<file path="config.mk">
export PLATFORM = sky130hd
export DESIGN_NAME = cm_cycle_measure_timer
export DESIGN_NICKNAME = d
export VERILOG_FILES = /design/src/inc/cm_pkg.sv /design/src/logic/cm_cycle_measure_timer.sv
export SDC_FILE = /design/constraint.sdc
export NUM_CORES = 1
export LEC_CHECK = 0
export BUFFER_PORTS_ARGS = -buffer_cell sky130_fd_sc_hd__clkbuf_2
export CORE_MARGIN = 2
export CORE_UTILIZATION = 54
export DETAILED_ROUTE_END_ITERATION = 12
export PLACE_DENSITY = 0.77
export SLEW_MARGIN = 20
export SYNTH_ARGS = -nofsm -noshare
export SYNTH_HDL_FRONTEND = slang
export SYNTH_SLANG_ARGS = --single-unit
</file>
<file path="constraint.sdc">
create_clock -name sys_clk -period 2.8 [get_ports sys_clk]
set_clock_uncertainty 0.05 [all_clocks]
set_input_delay 0.14 -clock sys_clk [delete_from_list [all_inputs] [get_ports sys_clk]]
set_output_delay 0.14 -clock sys_clk [all_outputs]
set_load 0.02 [all_outputs]
</file>
<file path="src/inc/cm_pkg.sv">
// Constants shared by the cycle meter timer channel.
// Assumes a 16-bit register port with a 4-bit word address.
package cm_pkg;
	// Register word addresses
	localparam logic [3:0] ADDR_CONTROL  = 4'h0;
	localparam logic [3:0] ADDR_STATUS   = 4'h1;
	localparam logic [3:0] ADDR_IRQ_EN   = 4'h2;
	localparam logic [3:0] ADDR_COUNTER  = 4'h3;
	localparam logic [3:0] ADDR_CAPTURE  = 4'h4;
	localparam logic [3:0] ADDR_UPPER    = 4'h5;
	localparam logic [3:0] ADDR_LOWER    = 4'h6;
	// Control register bit positions
	localparam int CTL_MODE   = 0;
	localparam int CTL_START  = 1;
	localparam int CTL_EDGE   = 2;
	localparam int CTL_HALT   = 3;
	localparam int CTL_GATE   = 4;
	localparam int CTL_GPOL   = 5;
	localparam int CTL_EXTCLK = 6;
	localparam int CTL_EXTFAL = 7;
	localparam int CTL_WIDTH  = 8;
	// Flag and enable bit positions, in priority order
	localparam int FLG_CAPTURE = 0;
	localparam int FLG_MATCH   = 1;
	localparam int FLG_ABOVE   = 2;
	localparam int FLG_BELOW   = 3;
	localparam int FLG_WRAP    = 4;
	localparam int FLG_COUNT   = 5;
	// Reset values and counter wrap bounds
	localparam logic [7:0]  CONTROL_RST = 8'h00;
	localparam logic [4:0]  FLAGS_RST   = 5'h00;
	localparam logic [4:0]  IRQ_EN_RST  = 5'h00;
	localparam logic [15:0] WORD_RST    = 16'h0000;
	localparam logic [15:0] UPPER_RST   = 16'hFFFF;
	localparam logic [15:0] COUNT_MAX   = 16'hFFFF;
	localparam logic [15:0] COUNT_ZERO  = 16'h0000;
	// Interrupt source codes
	localparam logic [2:0]  CODE_NONE   = 3'h0;
	// Cycle measurement sequence
	typedef enum logic [2:0] {
		ST_TIMER  = 3'b000,
		ST_FIRST  = 3'b001,
		ST_SECOND = 3'b010,
		ST_THIRD  = 3'b011,
		ST_HALT   = 3'b100
	} cm_state_t;
endpackage : cm_pkg

</file>
<file path="src/logic/cm_cycle_measure_timer.sv">
// 16-bit timer channel with timer mode and cycle measurement mode.
// Assumes all inputs are synchronous to sys_clk and one register access per cycle.
//
// The register offsets and the plain strobed port were chosen for this implementation.
`timescale 1ns/1ps
module cm_cycle_measure_timer import cm_pkg::*; (
	input  wire logic        sys_clk,
	input  wire logic        reset,
	input  wire logic [3:0]  regAddr,
	input  wire logic [15:0] regWdata,
	input  wire logic        regWr,
	input  wire logic        regRd,
	output logic      [15:0] regRdata,
	input  wire logic        eventInput,
	input  wire logic        gateInput,
	input  wire logic        extCountClk,
	output logic             captureIrq,
	output logic             matchIrq,
	output logic             aboveLimitIrq,
	output logic             belowLimitIrq,
	output logic             wrapIrq,
	output logic      [2:0]  irqCode
);
	logic [7:0]      control_r;
	logic [4:0]      flags_r;
	logic [4:0]      flagSet;
	logic [4:0]      irqEnable_r;
	logic [4:0]      irq_r;
	logic [15:0]     measureCounter_r;
	logic [15:0]     measureCounter_nxt;
	logic [15:0]     captureReg_r;
	logic [15:0]     upperLimitReg_r;
	logic [15:0]     lowerLimitReg_r;
	logic [15:0]     regRdata_r;
	logic [15:0]     rdMux;
	logic [2:0]      irqCode_r;
	logic [2:0]      irqCode_nxt;
	logic            eventPrev_r;
	logic            extPrev_r;
	logic            edgePend_r;
	cm_state_t       state_r;
	cm_state_t       state_nxt;

	// Control fields
	wire modeSelect   = control_r[CTL_MODE];
	wire countStart   = control_r[CTL_START];
	wire edgeSelect   = control_r[CTL_EDGE];
	wire haltOnLimit  = control_r[CTL_HALT];
	wire gateSelect   = control_r[CTL_GATE];
	wire gatePolarity = control_r[CTL_GPOL];
	wire extClkSel    = control_r[CTL_EXTCLK];
	wire extClkFall   = control_r[CTL_EXTFAL];

	// Register port decode
	wire wrControl = regWr && (regAddr == ADDR_CONTROL);
	wire wrStatus  = regWr && (regAddr == ADDR_STATUS);
	wire wrIrqEn   = regWr && (regAddr == ADDR_IRQ_EN);
	wire wrCounter = regWr && (regAddr == ADDR_COUNTER);
	wire wrUpper   = regWr && (regAddr == ADDR_UPPER);
	wire wrLower   = regWr && (regAddr == ADDR_LOWER);
	wire rdCapture = regRd && (regAddr == ADDR_CAPTURE);

	// Count clock: every system clock, or a sampled edge of the external clock
	wire extRise   = extCountClk && !extPrev_r;
	wire extFallEv = !extCountClk && extPrev_r;
	wire countTick = extClkSel ? (extClkFall ? extFallEv : extRise) : 1'b1;

	// Mode and gating
	wire cycMode    = modeSelect;
	wire gateOk     = !gateSelect || (gateInput == gatePolarity);
	wire limitFlags = flags_r[FLG_ABOVE] || flags_r[FLG_BELOW];
	wire haltNow    = haltOnLimit && limitFlags;

	// Event edge, with one-clock deferral on access conflicts
	wire rawEdge   = edgeSelect ? (eventInput && !eventPrev_r) : (!eventInput && eventPrev_r);
	wire edgeAny   = rawEdge || edgePend_r;
	wire edgeBlock = cycMode ? (wrUpper || wrLower) : rdCapture;
	wire edgeNow   = edgeAny && !edgeBlock;
	wire edgeMeas  = edgeNow && gateOk;

	// Count enable per mode
	wire cycCountOk = (state_r != ST_TIMER) && (state_r != ST_HALT) && gateOk && !haltNow;
	wire countEn    = cycMode ? cycCountOk : countStart;
	wire incr       = countTick && countEn && !wrCounter;
	wire startClear = wrControl && !regWdata[CTL_START] && !regWdata[CTL_MODE] && !modeSelect;

	// Sequence steps in cycle measurement mode
	wire firstEdge  = cycMode && (state_r == ST_FIRST) && edgeMeas;
	wire secondEdge = cycMode && (state_r == ST_SECOND) && edgeMeas;
	wire thirdEdge  = cycMode && (state_r == ST_THIRD) && edgeMeas && !haltNow;
	wire restart    = cycMode && (state_r == ST_HALT) && !limitFlags;
	wire cycClear   = firstEdge || thirdEdge || restart;

	// Event sources for the flags
	wire wrapEv  = incr && (measureCounter_r == COUNT_MAX);
	wire matchEv = !cycMode && incr && (measureCounter_r == upperLimitReg_r) && !wrUpper;
	wire capEv   = !cycMode && edgeNow;
	wire aboveEv = secondEdge && (measureCounter_r > upperLimitReg_r);
	wire belowEv = secondEdge && (measureCounter_r < lowerLimitReg_r);

	assign flagSet[FLG_CAPTURE] = capEv;
	assign flagSet[FLG_MATCH]   = matchEv;
	assign flagSet[FLG_ABOVE]   = aboveEv;
	assign flagSet[FLG_BELOW]   = belowEv;
	assign flagSet[FLG_WRAP]    = wrapEv;

	// Counter next value; a software write wins over every other source
	always_comb begin
		measureCounter_nxt = measureCounter_r;
		if (wrCounter) begin
			measureCounter_nxt = regWdata;
		end else if (startClear || cycClear) begin
			measureCounter_nxt = COUNT_ZERO;
		end else if (incr) begin
			measureCounter_nxt = measureCounter_r + 16'h0001;
		end
	end

	// Measurement sequence
	always_comb begin
		state_nxt = state_r;
		if (!cycMode) begin
			state_nxt = ST_TIMER;
		end else begin
			case (state_r)
				ST_TIMER:  state_nxt = ST_FIRST;
				ST_FIRST:  if (firstEdge) state_nxt = ST_SECOND;
				ST_SECOND: if (secondEdge) state_nxt = ST_THIRD;
				ST_THIRD: begin
					if (haltNow) begin
						state_nxt = ST_HALT;
					end else if (thirdEdge) begin
						state_nxt = ST_SECOND;
					end
				end
				ST_HALT:   if (restart) state_nxt = ST_FIRST;
				default:   state_nxt = ST_TIMER;
			endcase
		end
	end

	// Highest pending enabled source: capture, match, above, below, wrap
	always_comb begin
		irqCode_nxt = CODE_NONE;
		for (int i = FLG_COUNT - 1; i >= 0; i--) begin
			if (flags_r[i] && irqEnable_r[i]) begin
				irqCode_nxt = 3'(i + 1);
			end
		end
	end

	// Control, enables, limits and sequence state
	always_ff @(posedge sys_clk) begin
		if (reset) begin
			control_r       <= CONTROL_RST;
			irqEnable_r     <= IRQ_EN_RST;
			upperLimitReg_r <= UPPER_RST;
			lowerLimitReg_r <= WORD_RST;
			state_r         <= ST_TIMER;
		end else begin
			if (wrControl) control_r <= regWdata[CTL_WIDTH-1:0];
			if (wrIrqEn) irqEnable_r <= regWdata[FLG_COUNT-1:0];
			if (wrUpper) upperLimitReg_r <= regWdata;
			if (wrLower) lowerLimitReg_r <= regWdata;
			state_r <= state_nxt;
		end
	end

	// Counter, capture, edge history and read data
	always_ff @(posedge sys_clk) begin
		if (reset) begin
			measureCounter_r <= WORD_RST;
			captureReg_r     <= WORD_RST;
			eventPrev_r      <= 1'b0;
			extPrev_r        <= 1'b0;
			edgePend_r       <= 1'b0;
			regRdata_r       <= WORD_RST;
			irqCode_r        <= CODE_NONE;
		end else begin
			measureCounter_r <= measureCounter_nxt;
			if (capEv || secondEdge) captureReg_r <= measureCounter_r;
			eventPrev_r <= eventInput;
			extPrev_r   <= extCountClk;
			edgePend_r  <= edgeAny && edgeBlock;
			regRdata_r  <= regRd ? rdMux : WORD_RST;
			irqCode_r   <= irqCode_nxt;
		end
	end

	// Read selection; unmapped addresses read zero
	always_comb begin
		case (regAddr)
			ADDR_CONTROL: rdMux = {8'h00, control_r};
			ADDR_STATUS:  rdMux = {11'h000, flags_r};
			ADDR_IRQ_EN:  rdMux = {11'h000, irqEnable_r};
			ADDR_COUNTER: rdMux = measureCounter_r;
			ADDR_CAPTURE: rdMux = captureReg_r;
			ADDR_UPPER:   rdMux = upperLimitReg_r;
			ADDR_LOWER:   rdMux = lowerLimitReg_r;
			default:      rdMux = WORD_RST;
		endcase
	end

	// Sticky flags and gated requests; a set beats a same-cycle clear
	genvar g;
	generate
		for (g = 0; g < FLG_COUNT; g++) begin : gFlag
			wire clr = wrStatus && !regWdata[g];
			always_ff @(posedge sys_clk) begin
				if (reset) begin
					flags_r[g] <= FLAGS_RST[g];
					irq_r[g]   <= 1'b0;
				end else begin
					flags_r[g] <= flagSet[g] || (flags_r[g] && !clr);
					irq_r[g]   <= flags_r[g] && irqEnable_r[g];
				end
			end
		end
	endgenerate

	assign regRdata      = regRdata_r;
	assign captureIrq    = irq_r[FLG_CAPTURE];
	assign matchIrq      = irq_r[FLG_MATCH];
	assign aboveLimitIrq = irq_r[FLG_ABOVE];
	assign belowLimitIrq = irq_r[FLG_BELOW];
	assign wrapIrq       = irq_r[FLG_WRAP];
	assign irqCode       = irqCode_r;
endmodule : cm_cycle_measure_timer

</file>
==> results of run 1 <==
## cell usage in the layout (no fill, tap or decap), types with 11 or more instances in the layout
| cell type | count |
|---|---|
| a21o_1 | 11 |
| a21oi_1 | 58 |
| a22oi_1 | 33 |
| buf_4 | 18 |
| clkbuf_2 | 50 |
| dfxtp_1 | 112 |
| dlygate4sd3_1 | 12 |
| ha_1 | 32 |
| inv_1 | 43 |
| mux2i_1 | 19 |
| nand2_1 | 96 |
| nand3_1 | 31 |
| nand3b_1 | 15 |
| nand4_1 | 13 |
| nor2_1 | 35 |
| nor3_1 | 13 |
| o21ai_0 | 12 |
## kinds of logic after synthesis
family	Yosys count	synth area share
simple gates	252	0.2191
compound gates	170	0.2016
flops	112	0.3906
buf+inv	86	0.06146
fa+ha+maj	32	0.06975
mux	26	0.04686
xor+xnor	7	0.01068
## path summary, 6_finish.rpt
| check | to |
|---|---|
| hold reg to reg | lowerLimitReg_r[6] |
| setup reg to reg | measureCounter_r[2] |
| setup / recovery | measureCounter_r[2] |
| hold / removal | lowerLimitReg_r[5] |
## registers in the layout, indices dropped and copies added, names as in the netlist
signal / flops
wrapIrq: 1
matchIrq: 1
captureReg_r: 16
captureIrq: 1
flags_r: 5
control_r: 8
upperLimitReg_r: 16
eventPrev_r: 1
extPrev_r: 1
regRdata: 16
belowLimitIrq: 1
irqEnable_r: 5
aboveLimitIrq: 1
state_r: 3
irqCode: 3
edgePend_r: 1
lowerLimitReg_r: 16
measureCounter_r: 16
## power by group through the flow
stage	sequential (W)	combinational [W]	clock [W]
after floorplan	0.00166	0.000132	0
after global placement	0.00166	0.000206	0
after detailed placement	0.00166	0.000212	0
after CTS	0.00162	0.000225	0.00102
after global routing	0.00163	0.000248	0.00107
final	0.00162	0.000234	0.00101
## Yosys cell counts, types with 3 or more instances
cell type | n | area share
nand3b_1 | 15 | 0.020
ha_1 | 32 | 0.070
nand2_1 | 96 | 0.063
o21ai_0 | 12 | 0.010
mux2_2 | 7 | 0.014
and3_1 | 7 | 0.0076
buf_1 | 5 | 0.0033
buf_2 | 9 | 0.0078
a221oi_1 | 3 | 0.0046
inv_1 | 43 | 0.028
nor2_1 | 35 | 0.023
a211o_1 | 4 | 0.0061
a21o_1 | 11 | 0.014
a211oi_1 | 10 | 0.013
nand4_1 | 13 | 0.014
nor2b_1 | 8 | 0.0087
nand2b_1 | 6 | 0.0065
nor3b_1 | 3 | 0.0039
mux2i_1 | 19 | 0.033
nor3_1 | 13 | 0.011
and2_1 | 7 | 0.0076
a31oi_1 | 8 | 0.0087
a22oi_1 | 33 | 0.043
a22o_1 | 7 | 0.011
nor4_1 | 4 | 0.0044
a222oi_1 | 3 | 0.0052
a21oi_1 | 58 | 0.051
nand3_1 | 31 | 0.027
xnor2_1 | 6 | 0.0092
clkbuf_1 | 26 | 0.017
dfxtp_1 | 112 | 0.39
or3_1 | 3 | 0.0033
## area by class of cell
class                   instances  area (um^2)
clock buffers                  10        137.6
clock inverters                 6        66.31
fillers                       879         3895
inverters                      43        161.4
multi-input cells             487         3146
flip-flops and latches        112         2242
well taps                     136        170.2
repair buffers                 80        505.5
## metal layers
layer,vias up,global-route usage,wire length [um]
met5,-,0,0
met4,0,0.1753,779
met3,65,0.06383,1707
met2,300,0.4851,7974
met1,2602,0.3838,6778
li1,2529,-,-
## metrics by stage
step                      power, W  hold WS, ns  cell area [um^2]  setup WS (ns)  instances
after floorplan           0.001787       0.2078              5741         0.8432        685
after global placement    0.001865       0.3339              6105         0.5694        846
after detailed placement  0.001871       0.3422              6105         0.4659        846
after CTS                 0.002863   0.00008088              6419         0.4050        873
after global routing      0.002947      0.01477              6429         0.2324        874
final                     0.002872      0.01020              6429         0.3469        874
## worst max-delay path, delay by kind of cell
kind / cells / cell delay [ns]
AO/OA/AOI/OAI: 3 / 0.92
AND/OR/NAND/NOR: 3 / 0.96
buffers and inverters: 2 / 0.66
## what timing repair did
item | CTS | global route
buffers inserted | 0 | 0
resized for setup | 0 | 0
hold endpoints to repair | 27 | 1
hold buffers | 11 | 1
==> results.json, run 1 <==
{
  "vias": 5496,
  "hold_violations": 0,
  "p_clk_frac": 0.353,
  "setup_violations": 0,
  "diodes": 0,
  "drive_gt1_frac": 0.1355,
  "hold_depth": 3,
  "relSlewSlack": 0.3936,
  "max_clock_freq_mhz": 407.7,
  "synth_cells": 685,
  "crit_required_ns": 3.04,
  "max_stage_delay_ns": 0.53,
  "place.gp.congestion": 0.9713,
  "p_leak_nw": 2.744,
  "h-tree-depth": 3,
  "hpwl_um": 11860,
  "power_density_mw_per_mm2": 446.7,
  "cts_made_buffers": 9,
  "drc_errors": 0,
  "cp_max_fo": 9,
  "core_mm2": 0.01032,
  "avgSynthCellArea_um2": 8.380,
  "cts-root-buf": "clkbuf_8",
  "hp-class": "in -> reg",
  "p_int_w": 0.002133,
  "r2r_slack_ns": 0.40,
  "antenna_found_initial": 0,
  "ir_drop_uv": 236.2,
  "dr.pass1.iters": 5,
  "rsz0062_at_grt": "no",
  "syn-num-nets": 744,
  "initial_core_util": 0.5561,
  "p_switching_w": 0.0007392,
  "rr_worst_depth": 6,
  "ys_ff_latch": 112,
  "critPathLaunch": "eventInput",
  "synth-main-ff-cell": "dfxtp_1",
  "timing_max_transition_violations_final": 0,
  "grt_pass1_wl_um": 27050,
  "dieHeight_um": 107.1,
  "path_cells": "dlygate4sd3_1, clkbuf_2, and3b_1, nor3_1, nand4bb_1, o2111a_1, a21oi_1, a211oi_1",
  "seq_area_frac_synth": 0.3906,
  "swShare": 0.2574,
  "ys_types": 58,
  "rows": 37,
  "fp.dieW_um": 107.1,
  "clock_latency_ns": 0.39,
  "comb_power_share": 0.081,
  "vias_per_cell": 6.288,
  "end_kind": "register",
  "syn-cell-area_mm2": 0.005741,
  "fin_nets": 792,
  "worst_pin_slew_ns": 0.9070,
  "r2r-start": "control_r[2]",
  "wirelength_um": 17240,
  "clock-sinks": 112,
  "synthArstFlopShare": 0,
  "grt_overflow_total": 0,
  "status": "complete, no violations",
  "clk_pin_slew_ns": 0.11,
  "setup_tns_ns": 0,
  "criticalPathCategory": "in -> reg",
  "arrival_ns": 2.70,
  "fin_crit_ns": 2.453,
  "syn_to_final_growth_pct": 11.99,
  "cts_buffer_depth": 2,
  "power_frac_seq": 0.565,
  "cp-start-kind": "input pin",
  "grt_max_degree": 59,
  "grt_use_total": 0.3057,
  "wl_per_cell_um": 19.73,
  "synth_edf_count": 0,
  "drv_cap": 0,
  "ant_nets": 0,
  "grt_pass1_vias": 5290,
  "critPathSlowestCell": "dlygate4sd3_1",
  "die_area_mm2": 0.01147,
  "first_iter_violations": 613,
  "yosys_warnings": 0,
  "tritoncts": "yes",
  "portBuffers": 50,
  "period_share": 0.8761,
  "hp-start": "regWdata[5]",
  "ios": 51,
  "utilization": 0.6227
}
Note: power is estimated with default switching activity, not from simulation.
==> inputs of run 2 (changes only) <==
Settings changed: CORE_MARGIN 2 to 4.
Clock period 2.8 ns to 2.3 ns, I/O delays scaled along.
==> run 2 against run 1 <==
First-iteration DRC count is 3.4% lower. Worst hold slack better by 0.032 ns. Sequential power is 22% higher. Routed wire length is 1.3% higher. Sequential cell count stayed put. Utilization is 2.0 points higher. Cell area is 3.2% higher. Final cell count is 2.9% higher. Critical path depth is 2 lower. Die area is 7.6% higher. Global-route usage is 2.4 points lower. Worst setup slack worse by 0.17 ns. Largest cell class unchanged. Largest power group unchanged. Highest routed layer unchanged.
==> results.json, run 2 (synthesis results as in run 1) <==
{
  "status": "complete, no violations",
  "initial_core_util": 0.5561,
  "use_met2": 0.4430,
  "p_leak_nw": 2.876,
  "place.gp.congestion": 0.9812,
  "utilization": 0.6428,
  "worst_pin_slew_ns": 0.4563,
  "cts_buffer_depth": 2,
  "finalPower_w": 0.003496,
  "worstReg2RegEnd": "measureCounter_r[8]",
  "wirelength_um": 17460,
  "portBuffers": 50,
  "grt_pass1_wl_um": 28170,
  "clock_latency_ns": 0.39,
  "vias": 5608,
  "h-tree-depth": 3,
  "max_clock_freq_mhz": 471.1,
  "rr_worst_depth": 6,
  "mostFrequentLayoutCells": "112 x dfxtp_1, 96 x nand2_1, 58 x a21oi_1",
  "cts-root-buf": "clkbuf_8",
  "core_mm2": 0.01032,
  "tritoncts": "yes",
  "ir_drop_uv": 286.4,
  "rows": 37,
  "gr-usage-met1": 0.3803,
  "period_share": 0.9229,
  "wl_per_cell_um": 19.42,
  "final_common_cell": "dfxtp_1",
  "crit_required_ns": 2.56,
  "setup_violations": 0,
  "drc_errors": 0,
  "timing_max_transition_violations_final": 0,
  "vias_per_cell": 6.238,
  "clock-sinks": 112,
  "setup_ws_ns": 0.1773,
  "diodes": 0,
  "grt_use_total": 0.2820,
  "cts_setup_buffers": 0,
  "fp.dieW_um": 111.1,
  "dieHeight_um": 111.1,
  "hp-start": "regWdata[0]",
  "hpwl_um": 12210,
  "die_area_mm2": 0.01234,
  "drive_gt1_frac": 0.1612,
  "dp_slack_ns": 0.1630,
  "power_density_mw_per_mm2": 526.9,
  "crit_path_end": "measureCounter_r[8]",
  "grt_max_degree": 44,
  "criticalPathCategory": "reg -> reg",
  "end_kind": "register",
  "syn_to_final_growth_pct": 15.61,
  "ios": 51,
  "hold_violations": 0,
  "hp-class": "in -> reg",
  "arrival_ns": 2.38,
  "clk_pin_slew_ns": 0.11,
  "cp-start-kind": "register",
  "antenna_found_initial": 0,
  "cts_made_buffers": 9,
  "ant_nets": 0,
  "rsz0062_at_grt": "no",
  "whs_ns": 0.04264,
  "relSlewSlack": 0.6958,
  "critPathLaunch": "control_r[2]",
  "fin_nets": 817,
  "grt_pass1_vias": 5308,
  "top_usage_layer": "met2",
  "r2r_slack_ns": 0.18,
  "cp_max_fo": 9,
  "setup_tns_ns": 0,
  "drv_cap": 0,
  "dr.pass1.iters": 5,
  "r2r-start": "control_r[2]",
  "use_met3": 0.05240,
  "first_iter_violations": 592,
  "fin_crit_ns": 2.123,
  "grt_overflow_total": 0
}
==> run 2: how the worst min path moves through the flow <==
stage	slack, ns	depth (start not counted)	to
finish	0.04	3	lowerLimitReg_r[0]
global route	0.04	3	lowerLimitReg_r[0]
CTS	0.03	3	lowerLimitReg_r[0]
detailed placement	0.32	2	extPrev_r
global placement	0.30	2	eventPrev_r
floorplan	0.18	1	upperLimitReg_r[14]
==> run 2: power breakdown <==
| group | switching (W) | total (W) | internal [W] |
|---|---|---|---|
| registers | 0.0000175 | 0.00198 | 0.00196 |
| clock network | 0.000712 | 0.00122 | 0.000507 |
| logic | 0.000186 | 0.000303 | 0.000117 |
| total | 0.000915 | 0.00350 | 0.00258 |
==> run 2: timing repair <==
| item | in CTS | in global routing |
|---|---|---|
| hold endpoints to repair | 33 | 0 |
| hold buffers | 14 | 0 |
| gates resized for setup | 0 | 0 |
==> run 2: worst max-delay path, cell delays in order (launching register included) <==
cell	delay [ns]
dfxtp_1	0.36
and3b_1	0.19
nor3_1	0.22
nand4bb_1	0.31
o2111a_1	0.49
a22oi_1	0.14
nor4_1	0.27
==> run 2: final cells by class <==
type	instances	area, um^2
clock inverters	7	70.07
multi-input cells	487	3146
repair buffers	105	723.2
well taps	136	170.2
inverters	43	161.4
fillers	869	3687
flip-flops and latches	112	2242
clock buffers	9	123.9
==> run 2: per-stage QoR <==
stage | std cells | cell area (um^2)
6_report | 899 | 6636
5_1_grt | 899 | 6636
4_1_cts | 899 | 6636
3_5_place_dp | 869 | 6302
3_3_place_gp | 869 | 6302
2_1_floorplan | 685 | 5741
==> run 2: layer usage <==
metal,vias up,wire length (um)
li1,2597,-
met1,2640,7213
met2,310,7798
met3,61,1769
met4,0,680
met5,-,0
==> inputs of run 3 (changes only) <==
Settings changed: RECOVER_POWER from default to 25.
==> run 3 against run 2 <==
Utilization shrank 0.36 points. Combinational power is essentially flat. Non-clock buffer count is the same. Maximum frequency shrank 0.20%. Via count shrank 0.64%. Final cell count is the same. Critical endpoint unchanged.
==> results.json, run 3 (synthesis results as in run 1) <==
{
  "cts_buffer_depth": 2,
  "hold_violations": 0,
  "tritoncts": "yes",
  "dr.pass1.iters": 5,
  "first_iter_violations": 602,
  "ios": 51,
  "p_clk_frac": 0.347,
  "fin_nets": 817,
  "core_mm2": 0.01032,
  "fp.dieW_um": 111.1,
  "clock_latency_ns": 0.39,
  "clock-sinks": 112,
  "relSlewSlack": 0.4020,
  "clk_pin_slew_ns": 0.11,
  "ant_nets": 0,
  "place.gp.congestion": 0.9812,
  "grt_pass1_wl_um": 28170,
  "grt_use_total": 0.2820,
  "mostFrequentLayoutCells": "112 x dfxtp_1, 96 x nand2_1, 58 x a21oi_1",
  "setup_ws_ns": 0.1730,
  "cts-root-buf": "clkbuf_8",
  "power_density_mw_per_mm2": 528.9,
  "setup_violations": 0,
  "p_int_w": 0.002580,
  "max_clock_freq_mhz": 470.2,
  "dieHeight_um": 111.1,
  "crit_required_ns": 2.56,
  "cts_setup_buffers": 0,
  "arrival_ns": 2.38,
  "power_frac_seq": 0.566,
  "comb_power_share": 0.087,
  "status": "complete, no violations",
  "diodes": 0,
  "cp-start-kind": "register",
  "drc_errors": 0,
  "criticalPathCategory": "reg -> reg",
  "grt_pass1_vias": 5308,
  "hp-class": "in -> reg",
  "fin_crit_ns": 2.127,
  "cp_max_fo": 9,
  "drive_gt1_frac": 0.1271,
  "grt_max_degree": 44,
  "h-tree-depth": 3,
  "final_common_cell": "dfxtp_1",
  "swShare": 0.2607,
  "period_share": 0.9248,
  "end_kind": "register",
  "drv_cap": 0,
  "seq_area_mm2": 0.002242,
  "p_leak_nw": 2.784,
  "cts_made_buffers": 9,
  "multi_input_area_mm2": 0.003146,
  "vias": 5572,
  "hpwl_um": 12210,
  "timing_max_transition_violations_final": 0,
  "fillers": 882,
  "ir_drop_uv": 285.3,
  "vias_per_cell": 6.198,
  "wirelength_um": 17470,
  "initial_core_util": 0.5561,
  "rows": 37,
  "wl_per_cell_um": 19.43,
  "grt_overflow_total": 0,
  "p_switching_w": 0.0009099,
  "rsz0062_at_grt": "no",
  "antenna_found_initial": 0,
  "portBuffers": 50,
  "dp_slack_ns": 0.1630,
  "syn_to_final_growth_pct": 14.95,
  "setup_tns_ns": 0,
  "worst_pin_slew_ns": 0.8971,
  "die_area_mm2": 0.01234
}
## run 3: layout make-up
cell class	instances	share of cell area
clock inverters	7	0.01062
repair buffers	105	0.1039
inverters	43	0.02446
clock buffers	9	0.01877
well taps	136	0.02579
multi-input cells	487	0.4767
flip-flops and latches	112	0.3398
## run 3: layer usage
| metal | up-vias | track usage | share of wire |
|---|---|---|---|
| met4 | 0 | 0.1208 | 0.041 |
| met2 | 316 | 0.4430 | 0.45 |
| li1 | 2592 | - | - |
| met5 | - | 0 | 0 |
| met1 | 2604 | 0.3803 | 0.41 |
| met3 | 60 | 0.05240 | 0.10 |
## run 3: repair_timing
item	4_1_cts	5_1_grt
resized for setup	0	0
hold endpoints to repair	33	0
setup endpoints to repair	0	0
hold buffers	14	0
## run 3: worst max-delay path, cell delays in order (launching register included)
cell       delay (ns)
dfxtp_1          0.36
and3b_1          0.19
nor3_1           0.22
nand4bb_1        0.32
o2111a_1         0.50
a22oi_1          0.14
nor4_1           0.27
## run 3: stage by stage
stage / instance area [um^2] / cells / power [W] / hold slack (ns) / utilization
after floorplan: 5741 / 685 / 0.002176 / 0.1828 / -
after global placement: 6302 / 869 / 0.002291 / 0.3034 / 0.6105
after detailed placement: 6302 / 869 / 0.002295 / 0.3184 / 0.6105
after CTS: 6636 / 899 / 0.003491 / 0.02983 / 0.6428
after global routing: 6599 / 899 / 0.003600 / 0.04105 / 0.6392
final: 6599 / 899 / 0.003490 / 0.04546 / 0.6392
## run 3: final timing paths
| path | from | endpoint | slack [ns] | cells past startpoint |
|---|---|---|---|---|
| worst min-delay path | regWdata[0] | lowerLimitReg_r[0] | 0.05 | 3 |
| worst max-delay path | control_r[2] | measureCounter_r[8] | 0.17 | 6 |
| worst max register to register | control_r[2] | measureCounter_r[8] | 0.17 | 6 |
| worst min register to register | lowerLimitReg_r[2] | lowerLimitReg_r[2] | 0.43 | 2 |
## run 3: power by group through the flow
stage / clock, W / combinational, W / sequential (W)
floorplan: 0 / 0.000160 / 0.00202
global placement: 0 / 0.000273 / 0.00202
detailed placement: 0 / 0.000276 / 0.00202
CTS: 0.00122 / 0.000296 / 0.00197
global route: 0.00130 / 0.000322 / 0.00198
finish: 0.00121 / 0.000302 / 0.00198
